### src/fir_pkg.sv
// Constants, register map and routing tables of the fabric interrupt router.
// Assumes a single bus clock; nothing here holds state.
package fir_pkg;

  // ==========================================================================
  // Register map
  localparam logic [4:0] FIR_OFS_ENABLE_A = 5'h00;
  localparam logic [4:0] FIR_OFS_ENABLE_B = 5'h04;
  localparam logic [4:0] FIR_OFS_ACTIVE_A = 5'h08;
  localparam logic [4:0] FIR_OFS_ACTIVE_B = 5'h0C;
  localparam logic [4:0] FIR_OFS_GROUP_SEL = 5'h10;
  localparam logic [31:0] FIR_RST_ENABLE = 32'h0000_0000;
  localparam logic FIR_RST_GROUP = 1'b0;
  localparam logic [31:0] FIR_ZERO_WORD = 32'h0000_0000;
  localparam int FIR_GROUP_BIT = 0;

  // ==========================================================================
  // Enable and reason bit positions
  localparam int FIR_A_COMMS = 29;
  localparam int FIR_A_SOFT = 28;
  localparam int FIR_A_ECC = 26;
  localparam int FIR_A_BRIDGE = 25;
  localparam int FIR_A_BUSERR = 24;
  localparam int FIR_A_MAIN_PLL_LOCK = 23;
  localparam int FIR_A_HP_DMA_ERR = 22;
  localparam int FIR_A_FLASH1 = 17;
  localparam int FIR_A_FLASH0 = 16;
  localparam int FIR_A_MAIN_PLL_LOST = 15;
  localparam int FIR_A_HP_DMA_DONE = 9;
  localparam int FIR_A_PDMA = 8;
  localparam int FIR_A_SPI0 = 0;
  localparam int FIR_B_DDR_PORT = 7;
  localparam int FIR_B_FPLL_LOST = 6;
  localparam int FIR_B_FPLL_LOCK = 5;
  localparam int FIR_B_IO_CAL = 3;
  localparam logic [31:0] FIR_MASK_A = 32'h37C3_8301;
  localparam logic [31:0] FIR_MASK_B = 32'h0000_00E8;

  // ==========================================================================
  // Routing: gated sources form one 65-bit space, first register at 0..31,
  // second at 32..63, and bit 64 is a constant zero for empty table cells.
  localparam int FIR_LINES = 16;
  localparam int FIR_SPACE = 65;
  typedef logic [6:0] fir_idx_type;
  localparam fir_idx_type FIR_B_BASE = 7'h20;
  localparam fir_idx_type FIR_NONE = 7'h40;
  localparam fir_idx_type FIR_I_COMMS = 7'h1D;
  localparam fir_idx_type FIR_I_SOFT = 7'h1C;
  localparam fir_idx_type FIR_I_ECC = 7'h1A;
  localparam fir_idx_type FIR_I_BRIDGE = 7'h19;
  localparam fir_idx_type FIR_I_BUSERR = 7'h18;
  localparam fir_idx_type FIR_I_MAIN_PLL_LOCK = 7'h17;
  localparam fir_idx_type FIR_I_HP_DMA_ERR = 7'h16;
  localparam fir_idx_type FIR_I_FLASH1 = 7'h11;
  localparam fir_idx_type FIR_I_FLASH0 = 7'h10;
  localparam fir_idx_type FIR_I_MAIN_PLL_LOST = 7'h0F;
  localparam fir_idx_type FIR_I_HP_DMA_DONE = 7'h09;
  localparam fir_idx_type FIR_I_PDMA = 7'h08;
  localparam fir_idx_type FIR_I_SPI0 = 7'h00;
  localparam fir_idx_type FIR_I_DDR_PORT = 7'h27;
  localparam fir_idx_type FIR_I_FPLL_LOST = 7'h26;
  localparam fir_idx_type FIR_I_FPLL_LOCK = 7'h25;
  localparam fir_idx_type FIR_I_IO_CAL = 7'h23;

  localparam fir_idx_type FIR_DED [0:15] = '{
    FIR_I_SPI0, FIR_NONE, FIR_NONE, FIR_NONE, FIR_NONE, FIR_NONE, FIR_NONE, FIR_NONE,
    FIR_I_PDMA, FIR_I_HP_DMA_DONE, FIR_NONE, FIR_NONE, FIR_NONE, FIR_NONE, FIR_NONE, FIR_I_MAIN_PLL_LOST};
  localparam fir_idx_type FIR_GRP0 [0:15] = '{
    FIR_I_FLASH0, FIR_I_FLASH1, FIR_NONE, FIR_NONE, FIR_NONE, FIR_NONE, FIR_NONE, FIR_NONE,
    FIR_I_HP_DMA_ERR, FIR_I_MAIN_PLL_LOCK, FIR_I_BUSERR, FIR_I_BRIDGE, FIR_I_ECC, FIR_NONE, FIR_I_SOFT,
    FIR_I_COMMS};
  localparam fir_idx_type FIR_GRP1 [0:15] = '{
    FIR_I_HP_DMA_ERR, FIR_I_MAIN_PLL_LOCK, FIR_I_BUSERR, FIR_I_BRIDGE, FIR_I_ECC, FIR_NONE, FIR_I_SOFT,
    FIR_I_COMMS, FIR_NONE, FIR_NONE, FIR_NONE, FIR_I_IO_CAL, FIR_NONE, FIR_I_FPLL_LOCK,
    FIR_I_FPLL_LOST, FIR_I_DDR_PORT};

endpackage

### src/fir_cfg_if.sv
// Carrier between the register file and the routing logic of the router.
// Assumes both ends sit in the same clock domain.
interface fir_cfg_if;
  import fir_pkg::*;
  logic [31:0] enable_a;
  logic [31:0] enable_b;
  logic group1;
  logic [31:0] active_a;
  logic [31:0] active_b;
  modport regs (output enable_a, output enable_b, output group1, input active_a, input active_b);
  modport route (input enable_a, input enable_b, input group1, output active_a, output active_b);
endinterface

### src/fir_router.sv
// Fabric interrupt router top: gathers peripheral requests, gates and routes them.
// Assumes the fabric synchronises every routed output before use.
module fir_router
  import fir_pkg::*;
(
  // Clock, reset, enable
  input wire logic clk,
  input wire logic rst_n,
  input wire logic ce,
  // Register access
  input wire logic reg_sel,
  input wire logic reg_wr,
  input wire logic [4:0] reg_addr,
  input wire logic [31:0] reg_wdata,
  output logic [31:0] reg_rdata,
  output logic reg_ack,
  // Direct peripheral requests
  input wire logic comms_block_irq,
  input wire logic software_irq,
  input wire logic main_pll_locked_irq,
  input wire logic main_pll_unlock_irq,
  input wire logic hp_dma_done_irq,
  input wire logic hp_dma_error_irq,
  input wire logic peripheral_dma_irq,
  input wire logic flash1_irq,
  input wire logic flash0_irq,
  input wire logic serial_port0_irq,
  input wire logic ddr_fabric_port_irq,
  input wire logic fabric_pll_unlock_irq,
  input wire logic fabric_pll_locked_irq,
  input wire logic ddr_io_cal_done_irq,
  // Memory error flags
  input wire logic sram0_ecc_irq,
  input wire logic sram1_ecc_irq,
  input wire logic can_ecc_irq,
  input wire logic ddr_ecc_irq,
  // Bridge events
  input wire logic bridge_error_irq,
  input wire logic bridge_disable_done_irq,
  input wire logic bridge_lock_timeout_irq,
  // Bus error responses
  input wire logic hp_dma_err_resp,
  input wire logic fabric_port0_err_resp,
  input wire logic fabric_port1_err_resp,
  input wire logic peripheral_dma_err_resp,
  input wire logic sys_ctrl_err_resp,
  // Fabric outputs
  output logic [15:0] fabric_irq_out,
  output logic comms_block_irq_out
);

  // ==========================================================================
  // Source decode
  function automatic logic pick(input logic [FIR_SPACE-1:0] vec, input fir_idx_type idx);
    pick = vec[idx];
  endfunction

  fir_cfg_if cfg ();

  // Composite sources are plain ORs of levels, so they stay high as long as
  // any contributor does; nothing here latches or clears a request.
  wire logic ecc_error_irq = sram0_ecc_irq | sram1_ecc_irq | can_ecc_irq | ddr_ecc_irq;
  wire logic ddr_bridge_irq = bridge_error_irq | bridge_disable_done_irq | bridge_lock_timeout_irq;
  wire logic bus_error_resp_irq = hp_dma_err_resp | fabric_port0_err_resp | fabric_port1_err_resp |
    peripheral_dma_err_resp | sys_ctrl_err_resp;

  logic [31:0] src_a;
  logic [31:0] src_b;
  always_comb begin
    src_a = FIR_ZERO_WORD;
    src_b = FIR_ZERO_WORD;
    src_a[FIR_A_COMMS] = comms_block_irq;
    src_a[FIR_A_SOFT] = software_irq;
    src_a[FIR_A_ECC] = ecc_error_irq;
    src_a[FIR_A_BRIDGE] = ddr_bridge_irq;
    src_a[FIR_A_BUSERR] = bus_error_resp_irq;
    src_a[FIR_A_MAIN_PLL_LOCK] = main_pll_locked_irq;
    src_a[FIR_A_HP_DMA_ERR] = hp_dma_error_irq;
    src_a[FIR_A_FLASH1] = flash1_irq;
    src_a[FIR_A_FLASH0] = flash0_irq;
    src_a[FIR_A_MAIN_PLL_LOST] = main_pll_unlock_irq;
    src_a[FIR_A_HP_DMA_DONE] = hp_dma_done_irq;
    src_a[FIR_A_PDMA] = peripheral_dma_irq;
    src_a[FIR_A_SPI0] = serial_port0_irq;
    src_b[FIR_B_DDR_PORT] = ddr_fabric_port_irq;
    src_b[FIR_B_FPLL_LOST] = fabric_pll_unlock_irq;
    src_b[FIR_B_FPLL_LOCK] = fabric_pll_locked_irq;
    src_b[FIR_B_IO_CAL] = ddr_io_cal_done_irq;
  end

  // ==========================================================================
  // Gating: each source has exactly one enable bit, wherever it is routed.
  wire logic [31:0] gated_a = src_a & cfg.enable_a;
  wire logic [31:0] gated_b = src_b & cfg.enable_b;
  wire logic [FIR_SPACE-1:0] gated = {1'b0, gated_b, gated_a};

  assign cfg.active_a = gated_a;
  assign cfg.active_b = gated_b;

  // ==========================================================================
  // Routing: purely combinational, so an output can glitch while the group
  // select or an enable changes; the fabric must synchronise and filter.
  genvar line;
  generate
    for (line = 0; line < FIR_LINES; line++) begin : g_line
      wire logic ded_term = pick(gated, FIR_DED[line]);
      wire logic grp_term = cfg.group1 ? pick(gated, FIR_GRP1[line]) : pick(gated, FIR_GRP0[line]);
      assign fabric_irq_out[line] = ded_term | grp_term;
    end
  endgenerate
  // Line tables are held in the package.

  // The comms block line is passed through unmasked as its own output.
  assign comms_block_irq_out = comms_block_irq;

  // ==========================================================================
  // Registers
  fir_regfile i_fir_regfile (
    .clk(clk),
    .rst_n(rst_n),
    .ce(ce),
    .reg_sel(reg_sel),
    .reg_wr(reg_wr),
    .reg_addr(reg_addr),
    .reg_wdata(reg_wdata),
    .reg_rdata(reg_rdata),
    .reg_ack(reg_ack),
    .cfg(cfg.regs)
  );

endmodule

### src/fir_regfile.sv
// Register file of the fabric interrupt router: enables, group select, reasons.
// Assumes a simple select/write strobe port, synchronous to clk.
module fir_regfile
  import fir_pkg::*;
(
  // Clock, reset, enable
  input wire logic clk,
  input wire logic rst_n,
  input wire logic ce,
  // Register access
  input wire logic reg_sel,
  input wire logic reg_wr,
  input wire logic [4:0] reg_addr,
  input wire logic [31:0] reg_wdata,
  output logic [31:0] reg_rdata,
  output logic reg_ack,
  // Configuration toward the routing logic
  fir_cfg_if.regs cfg
);

  // ==========================================================================
  // Decode
  logic [31:0] enable_a_ff;
  logic [31:0] enable_b_ff;
  logic group1_ff;
  logic [31:0] rdata_ff;
  logic ack_ff;
  wire logic access = reg_sel & ce;
  wire logic wr_en_a = access & reg_wr & (reg_addr == FIR_OFS_ENABLE_A);
  wire logic wr_en_b = access & reg_wr & (reg_addr == FIR_OFS_ENABLE_B);
  wire logic wr_group = access & reg_wr & (reg_addr == FIR_OFS_GROUP_SEL);
  wire logic [31:0] nxt_enable_a = reg_wdata & FIR_MASK_A;
  wire logic [31:0] nxt_enable_b = reg_wdata & FIR_MASK_B;
  wire logic [31:0] group_word = {31'h0000_0000, group1_ff};
  // Reason words are sampled live; writes to them fall through the decode.
  wire logic [31:0] nxt_rdata =
    (reg_addr == FIR_OFS_ENABLE_A) ? enable_a_ff :
    (reg_addr == FIR_OFS_ENABLE_B) ? enable_b_ff :
    (reg_addr == FIR_OFS_ACTIVE_A) ? cfg.active_a :
    (reg_addr == FIR_OFS_ACTIVE_B) ? cfg.active_b :
    (reg_addr == FIR_OFS_GROUP_SEL) ? group_word : FIR_ZERO_WORD;

  // ==========================================================================
  // Storage
  always_ff @(posedge clk) begin
    if (!rst_n) begin
      enable_a_ff <= FIR_RST_ENABLE;
      enable_b_ff <= FIR_RST_ENABLE;
      group1_ff <= FIR_RST_GROUP;
      rdata_ff <= FIR_ZERO_WORD;
      ack_ff <= 1'b0;
    end else if (ce) begin
      if (wr_en_a) begin
        enable_a_ff <= nxt_enable_a;
      end
      if (wr_en_b) begin
        enable_b_ff <= nxt_enable_b;
      end
      if (wr_group) begin
        group1_ff <= reg_wdata[FIR_GROUP_BIT];
      end
      if (reg_sel && !reg_wr) begin
        rdata_ff <= nxt_rdata;
      end
      ack_ff <= reg_sel;
    end
  end

  assign cfg.enable_a = enable_a_ff;
  assign cfg.enable_b = enable_b_ff;
  assign cfg.group1 = group1_ff;
  assign reg_rdata = rdata_ff;
  assign reg_ack = ack_ff;

endmodule

### config.mk
export PLATFORM = sky130hd
export DESIGN_NAME = fir_router
export DESIGN_NICKNAME = d
export VERILOG_FILES = /design/src/fir_pkg.sv /design/src/fir_cfg_if.sv /design/src/fir_router.sv /design/src/fir_regfile.sv
export SDC_FILE = /design/constraint.sdc
export NUM_CORES = 1
export LEC_CHECK = 0
export BUFFER_PORTS_ARGS = -buffer_cell sky130_fd_sc_hd__buf_2
export CORE_MARGIN = 5
export CORE_UTILIZATION = 47
export DETAILED_ROUTE_END_ITERATION = 10
export PLACE_DENSITY = 0.86
export SLEW_MARGIN = 30
export SYNTH_ARGS = -nofsm -noshare
export SYNTH_HDL_FRONTEND = slang
export SYNTH_SLANG_ARGS = --single-unit
### constraint.sdc
create_clock -name clk -period 2.2 [get_ports clk]
set_input_delay 0.11 -clock clk [delete_from_list [all_inputs] [get_ports clk]]
set_output_delay 0.11 -clock clk [all_outputs]
set_load 0.1 [all_outputs]
Word-level counts from Yosys, hierarchy flattened
Cells that the tools add are included.
{ "word_totals": {"ff_bits": 51, "latchBits": 0, "ram_bits": 0, "mem_bits_ro": 0, "in_bits": 68, "output_inout_bits": 50, "wordCells": 56, "memories": 0} }
{ "op_classes": {"addsub": 0, "mul": 0, "div": 0, "magnitude_cmp": 0, "eq_ne": 4, "shifts": 0, "mux": 20, "bitwise": 20, "reduce_logical": 7} }
{ "ops": {"columns": ["cell", "n"], "rows": [
  ["$mux W32", 4],
  ["$and A30 B30 Y30", 1],
  ["$mux W1", 16],
  ["$or A1 B1 Y1", 13],
  ["$eq A5 B4 Y1 const B", 2],
  ["$and A8 B8 Y8", 1],
  ["$reduce_and A2 Y1", 4],
  ["$and A1 B1 Y1", 5],
  ["$eq A5 B3 Y1 const B", 1],
  ["$eq A5 B5 Y1 const B", 1],
  ["$logic_not A5 Y1", 1],
  ["$logic_and A1 B1 Y1", 1],
  ["$logic_not A1 Y1", 1]
]} }

Depth between registers and ports, before layout
Gate-level depths: netlist of run 1.
{ "depth": {"ltp_word": 8, "depth_mapped": 6, "mapped_depth_nobuf": 4} }

By module
From an unflattened synthesis of run 1, not the netlist that was laid out.
{ "hier_totals": {"hier_cells": 370, "area_unflattened_um2": 3205.6} }
{ "by_module_without_submodules": {"columns": ["module", "instances", "cells_per_inst", "area_per_inst_um2", "seq_area_each_um2"], "rows": [
  ["fir_regfile", 1, 316, 2827.7, 1021.0],
  ["fir_router", 1, 54, 377.9, 0.0]
]} }

Least setup slack after synthesis of run 1
OpenSTA, ideal clock, no wires.
{ "synth_timing": {"path_type": "register to output", "start": "register i_fir_regfile.group1_ff, in the netlist i_fir_regfile.cfg.group1", "end": "output fabric_irq_out[0]", "arrival_time_ps": 2024, "required_time_ps": 2090, "path_slack_ps": 66, "stages_incl_launch_ff": 3, "path_buffers": 1, "path_cell_list": "dfxtp_1 clkbuf_1 o211ai_1"} }
{ "synth_between": {"elab_chain_cells": 2} }
{ "synth_rtl": {"columns": ["element", "line_no", "source"], "rows": [
  ["start: declaration", "fir_regfile.sv:25", "logic group1_ff;"],
  ["start signal: assignment", "fir_regfile.sv:60", "group1_ff <= reg_wdata[FIR_GROUP_BIT];"],
  ["$mux W1", "fir_router.sv:107", "wire logic grp_term = cfg.group1 ? pick(gated, FIR_GRP1[line]) : pick(gated, FIR_GRP0[line]);"],
  ["$or A1 B1 Y1", "fir_router.sv:108", "assign fabric_irq_out[line] = ded_term | grp_term;"],
  ["end: declaration", "fir_router.sv:48", "output logic [15:0] fabric_irq_out,"]
]} }
No other way between the ends.

Worst setup path in the final report of run 1
Same ends and word-level chain as after synthesis.

==> impl_metrics.json, run 1 <==
{
  "syn_inst": 246,
  "clockBufferDepth": 2,
  "ys_seq_area_frac": 0.367,
  "r2r_end": "i_fir_regfile.reg_rdata[0]$_SDFFE_PN0P_",
  "arrival_ns": 1.60,
  "stdcell_count": 368,
  "hp-class": "in -> reg",
  "post_cts_buffers": 0,
  "yosysTopAreaCellShare": 0.367,
  "gr-usage-all-layers": 0.188,
  "finClkSkew_ns": 0.00571,
  "fin_util": 0.593,
  "end_kind": "output port",
  "vdd_ir_drop_max_mv": 0.457,
  "cts_made_buffers": 5,
  "clkLatencyLatePin_ns": 0.28,
  "cts_max_level": 2,
  "ys_seq_elements": 36,
  "place_hpwl_um": 3890,
  "dp_cells": 360,
  "viasPerCell": 5.23,
  "hold_buffers": 0,
  "cts.sinks": 36,
  "grt_first_pass_wirelength_um": 8140,
  "grt_overflow": 0,
  "post_cts_resized": 0,
  "first_pass_iters": 4,
  "antenna_found_initial": 1,
  "fin_crit_ns": 1.71,
  "root_buffer": "clkbuf_8",
  "remaining_drc_errors": 0,
  "numPortBuffers": 86,
  "rows": 23,
  "setup_violations": 0,
  "synth_edf_count": 0,
  "yosys_most_used_dff": "dfxtp_1",
  "max-cap-violations": 0,
  "grt_max_degree": 30,
  "gp_congestion": 0.802,
  "yosysTopAreaCell": "dfxtp_1",
  "worstReg2RegStart": "i_fir_regfile.cfg.group1$_SDFFE_PN0P_",
  "syn_area_mm2": 0.00196,
  "area_delta_synth_final_pct": 21.7,
  "cellPowerDensity_mw_per_mm2": 653,
  "die_h_um": 74.6,
  "r2r_cells": 4,
  "grt_pass1_vias": 1867,
  "max_slew_margin": 0.631,
  "first_iter_violations": 101,
  "final.period_utilization": 0.776,
  "crit_start": "i_fir_regfile.cfg.group1$_SDFFE_PN0P_",
  "antenna_cells": 0,
  "worstMarginPinSlew_ns": 0.546,
  "vias": 1925,
  "cp_max_fo": 11,
  "synth.area.top_cells": "dfxtp_1, buf_4, o21ai_0",
  "routed_wl_um": 4970,
  "syn_area_per_cell_um2": 7.98,
  "reg2reg_slack_ns": 1.08,
  "hold_end": "i_fir_regfile.cfg.enable_a[16]$_SDFFE_PN0P_",
  "ys_async_sr_fraction": 0,
  "timing.hold.ws_ns": 0.0407,
  "synth_top_cells_by_count": "nand2_1, dfxtp_1, o21ai_0",
  "initial_utilization": 0.487,
  "fmaxAchievable_ghz": 0.586,
  "die_area_mm2": 0.00557,
  "clk_pin_slew_ns": 0.07,
  "die_w_um": 74.6,
  "synthDistinctLibCells": 34,
  "core_mm2": 0.00403,
  "hold_violations": 0,
  "outcome": "finished clean",
  "hold_depth": 3,
  "fin_tns_setup_ns": 0,
  "ant_nets": 0,
  "slew_viol_final": 0,
  "wl_per_cell_um": 13.5,
  "num-fill-cells": 379,
  "p_leak_nw": 1.12,
  "layout.nets": 385,
  "hp-start": "reg_wdata[16]",
  "synth_most_common_cell": "nand2_1",
  "rsz0062_at_grt": "no",
  "path_class": "reg -> out",
  "startpoint_type": "register",
  "yosysWarningCount": 0,
  "required_ns": 2.09,
  "drive_gt1_frac": 0.346,
  "pin_count": 118,
  "tritoncts": "yes",
  "total_power_mw": 1.56
}
area by class of cell:
type,count,area (um^2),area share
Clock inverter,1,30.0,0.0126
Sequential cell,36,721,0.302
Timing Repair Buffer,91,468,0.196
Clock buffer,7,96.3,0.0403
Inverter,2,7.51,0.00314
Tap cell,50,62.6,0.0262
Multi-Input combinational cell,181,1000,0.420
power breakdown:
| part | internal, mW | switching (mW) | total [mW] |
|---|---|---|---|
| clock | 0.400 | 0.228 | 0.628 |
| combinational | 0.0500 | 0.222 | 0.272 |
| sequential | 0.656 | 0.00273 | 0.659 |
critical path, cell delays in order (launching register included):
cell	delay, ns
dfxtp_1	0.42
buf_4	0.23
nand3_1	0.09
o211ai_1	0.12
buf_2	0.47
how the worst max path moves through the flow:
stage / cells past startpoint / to
after floorplan: 2 / fabric_irq_out[0]
after global placement: 6 / i_fir_regfile.cfg.enable_a[29]$_SDFFE_PN0P_
after CTS: 4 / fabric_irq_out[0]
after global routing: 4 / fabric_irq_out[0]
final: 4 / fabric_irq_out[0]
after detailed placement: 6 / i_fir_regfile.cfg.enable_a[0]$_SDFFE_PN0P_
layout by cell type (no fill, tap or decap), types with 2 or more instances in the layout:
cell type and count:
a31oi_1 3, a32o_1 2, and2_1 13, buf_2 86, buf_4 5, clkbuf_8 7, conb_1 16, dfxtp_1 36
inv_1 2, nand2_1 39, nand3_1 24, nor2_1 12, nor3_4 2, o211a_1 4, o211ai_1 2, o21ai_0 30
o21ai_2 7, o31ai_1 14
cell families (layout without fill, tap and decap cells):
family / count (synthesis) / in the layout / synth area share
multiplexers: 1 / 1 / 0.00510
AND/OR/NAND/NOR: 97 / 97 / 0.246
AO/OA/AOI/OAI: 67 / 67 / 0.230
flip-flops: 36 / 36 / 0.367
other: 1 / 16 / 0.00191
buffers and inverters: 44 / 101 / 0.150
stage by stage:
| stage | instance area, um^2 | worst slack, ns |
|---|---|---|
| global route | 2390 | 0.357 |
| finish | 2390 | 0.494 |
| CTS | 2390 | 0.481 |
| detailed placement | 2260 | 0.633 |
| floorplan | 2020 | 0.0659 |
| global placement | 2260 | 0.672 |
per-layer routing:
metal	up-vias	GRT usage	share of wire
met5	-	0	0
met4	0	0.0692	0.020
met3	9	0.0561	0.11
met2	86	0.317	0.45
met1	867	0.228	0.42
li1	963	-	-
registers in the layout, indices dropped and copies added, names as in the netlist:
signal                      cells
i_fir_regfile.cfg.enable_b      4
i_fir_regfile.reg_ack           1
i_fir_regfile.reg_rdata        17
i_fir_regfile.cfg.group1        1
i_fir_regfile.cfg.enable_a     13
(Power assumes the default switching activity.)
==> inputs of run 2 (changes only) <==
--- a/config.mk
+++ b/config.mk
@@ -5,11 +5,12 @@
 export SDC_FILE = /design/constraint.sdc
 export NUM_CORES = 1
 export LEC_CHECK = 0
+export ABC_AREA = 1
 export BUFFER_PORTS_ARGS = -buffer_cell sky130_fd_sc_hd__buf_2
 export CORE_MARGIN = 5
-export CORE_UTILIZATION = 47
+export CORE_UTILIZATION = 40
 export DETAILED_ROUTE_END_ITERATION = 10
-export PLACE_DENSITY = 0.86
+export PLACE_DENSITY = 0.76
 export SLEW_MARGIN = 30
 export SYNTH_ARGS = -nofsm -noshare
 export SYNTH_HDL_FRONTEND = slang
==> constraint.sdc (replaced) <==
create_clock -name clk -period 1.4 [get_ports clk]
set_input_delay 0.07 -clock clk [delete_from_list [all_inputs] [get_ports clk]]
set_output_delay 0.07 -clock clk [all_outputs]
set_load 0.1 [all_outputs]
==> run 2 against run 1 <==
- the flow now finishes with violations (setup timing)
- combinational power grew 120%
- clock skew shrank 0.0016 ns
- non-clock buffer count is the same
- clock-buffer cell count grew 1
- largest power group unchanged
- critical path depth shrank 1
- worst hold slack lost 0.033 ns
==> impl_metrics.json, run 2 <==
{
  "outcome": "finished with violations",
  "failed_checks": "setup timing",
  "hold_depth": 3,
  "cts_max_level": 2,
  "die_h_um": 82.4,
  "clk_pin_slew_ns": 0.06,
  "seqPwrFrac": 0.441,
  "pin_count": 118,
  "required_ns": 1.33,
  "layout_common_cells": "nor2_1, buf_2, nand2_1",
  "path_cells": "clkinv_2 -> o211ai_1 -> buf_12",
  "cp.depth": 3,
  "worstMarginPinSlew_ns": 0.511,
  "numPortBuffers": 86,
  "crit_family": "buffers and inverters",
  "rows": 26,
  "routed_wl_um": 5700,
  "final.period_utilization": 1.01,
  "initial_utilization": 0.411,
  "yosys_most_used_dff": "dfxtp_1",
  "cts.sinks": 36,
  "fmaxAchievable_ghz": 0.705,
  "cts_made_buffers": 5,
  "yosysTopAreaCellShare": 0.343,
  "max-cap-violations": 0,
  "place_hpwl_um": 4480,
  "rsz0062_at_grt": "yes",
  "num-fill-cells": 532,
  "synth_top_cells_by_count": "nor2_1, nand2_1, dfxtp_1",
  "layout.nets": 458,
  "path_buf_inv": 2,
  "arrival_ns": 1.35,
  "synth_edf_count": 0,
  "end_kind": "output port",
  "synth_most_common_cell": "nor2_1",
  "first_iter_violations": 123,
  "gp_congestion": 0.817,
  "p_leak_nw": 1.32,
  "grt_pass1_vias": 1927,
  "p_switching_uw": 836,
  "startpoint_type": "register",
  "clockBufferDepth": 2,
  "ys_seq_elements": 36,
  "die_w_um": 82.4,
  "area_delta_synth_final_pct": 31.9,
  "tritoncts": "yes",
  "syn_inst": 315,
  "grt_first_pass_wirelength_um": 9160,
  "fin_ws_ns": -0.0176,
  "largest_register_ff_count": 17,
  "hp-class": "in -> reg",
  "comb_power_share": 0.246,
  "p_int_mw": 1.56,
  "fin_crit_ns": 1.42,
  "drive_gt1_frac": 0.304,
  "syn_area_per_cell_um2": 6.66,
  "dp_cells": 453,
  "switching_share": 0.349,
  "ys_async_sr_fraction": 0,
  "fin_util": 0.542,
  "grt_max_degree": 35,
  "placed_cell_area_mm2": 0.00266,
  "r2r_cells": 5,
  "clkLatencyLatePin_ns": 0.29,
  "fin_area_mm2": 0.00277,
  "ys_seq_area_frac": 0.343,
  "antenna_cells": 0,
  "stdcell_count": 461,
  "yosysWarningCount": 0,
  "die_area_mm2": 0.00679,
  "hold_violations": 0,
  "slowest_stage": "o211ai_1",
  "synthDistinctLibCells": 24,
  "root_buffer": "clkbuf_8",
  "slew_viol_final": 0,
  "cp_max_fo": 10,
  "core_mm2": 0.00511,
  "max_stage_delay_ns": 0.34,
  "fin_tns_setup_ns": -0.0252,
  "vdd_ir_drop_max_mv": 0.536,
  "wl_per_cell_um": 12.4,
  "clockPowerShare": 0.313,
  "path_class": "reg -> out",
  "syn_area_mm2": 0.00210,
  "ant_nets": 0,
  "synth.area.top_cells": "dfxtp_1, nor2_1, buf_4",
  "setup_violations": 2,
  "finClkSkew_ns": 0.00410,
  "cellPowerDensity_mw_per_mm2": 865,
  "hold_buffers": 0,
  "max_slew_margin": 0.662,
  "layout_commonest_cell": "nor2_1",
  "remaining_drc_errors": 0,
  "gr-usage-all-layers": 0.179,
  "yosysTopAreaCell": "dfxtp_1",
  "viasPerCell": 4.51,
  "grt_overflow": 0,
  "first_pass_iters": 5,
  "antenna_found_initial": 0,
  "vias": 2080
}
run 2: cell types whose count changed in the layout (fill, tap and decap cells not counted), sizes merged, moves of 3 or more:
cell and delta:
nor2 +85, inv +27, o21ai -14, o31ai -14, and2 -13, nand2 +10
o211ai +10, nand3 -4, o211a -4, a31oi -3
run 2: path summary, 6_finish.rpt:
path	from	slack (ns)	end
max reg2reg	i_fir_regfile.cfg.group1$_SDFFE_PN0P_	0.48	i_fir_regfile.reg_rdata[0]$_SDFFE_PN0P_
min reg2reg	i_fir_regfile.reg_ack$_SDFFE_PN0P_	0.47	i_fir_regfile.reg_ack$_SDFFE_PN0P_
min	reg_wdata[8]	0.008	i_fir_regfile.cfg.enable_a[8]$_SDFFE_PN0P_
max	i_fir_regfile.cfg.group1$_SDFFE_PN0P_	-0.02	fabric_irq_out[0]
run 2: logic make-up (layout without fill, tap and decap cells):
| logic type | count (synthesis) | in the layout | synth area share |
|---|---|---|---|
| flip-flops | 36 | 36 | 0.343 |
| buffers and inverters | 68 | 129 | 0.184 |
| AO/OA/AOI/OAI | 39 | 39 | 0.109 |
| other | 1 | 16 | 0.00179 |
| AND/OR/NAND/NOR | 171 | 171 | 0.362 |
run 2: stage by stage:
| stage | total power, mW | hold WS, ns | setup slack [ns] |
|---|---|---|---|
| floorplan | 1.57 | 0.198 | -0.605 |
| global placement | 1.66 | 0.294 | 0.176 |
| detailed placement | 1.67 | 0.297 | 0.180 |
| CTS | 2.41 | 0.00433 | -0.0209 |
| global route | 2.51 | 0.00702 | -0.0867 |
| finish | 2.40 | 0.00802 | -0.0176 |
run 2: layout make-up:
cell class | instances | area [um^2] | area share
multi-input combinational | 226 | 1060 | 0.383
sequential | 36 | 723 | 0.261
timing repair buffer | 91 | 693 | 0.250
inverter | 30 | 114 | 0.0411
clock buffer | 8 | 90.1 | 0.0325
tap | 70 | 87.6 | 0.0316
run 2: timing repair:
action	CTS	global route
resized for setup	5	5
pin swaps	0	1
setup endpoints to repair	6	10
buffers inserted	0	0
run 2: worst register-to-register path, cell delays in order (launching register included):
cell,delay (ns)
dfxtp_2,0.33
buf_4,0.21
nand4_1,0.12
nand2_1,0.08
nor2_1,0.04
nor2_1,0.08
run 2: power groups by stage:
stage	clock network (mW)	logic (mW)	registers, mW
finish	0.751	0.588	1.06
detailed placement	0	0.587	1.08
global route	0.828	0.623	1.06
CTS	0.770	0.588	1.06
floorplan	0	0.349	1.22
global placement	0	0.585	1.08
run 2: per-layer routing:
| metal | routed length, um | global-route usage | up-vias |
|---|---|---|---|
| met5 | 0 | 0 | - |
| met4 | 78 | 0.0664 | 0 |
| met3 | 510 | 0.0445 | 10 |
| met2 | 2800 | 0.289 | 82 |
| met1 | 2310 | 0.230 | 895 |
| li1 | - | - | 1093 |
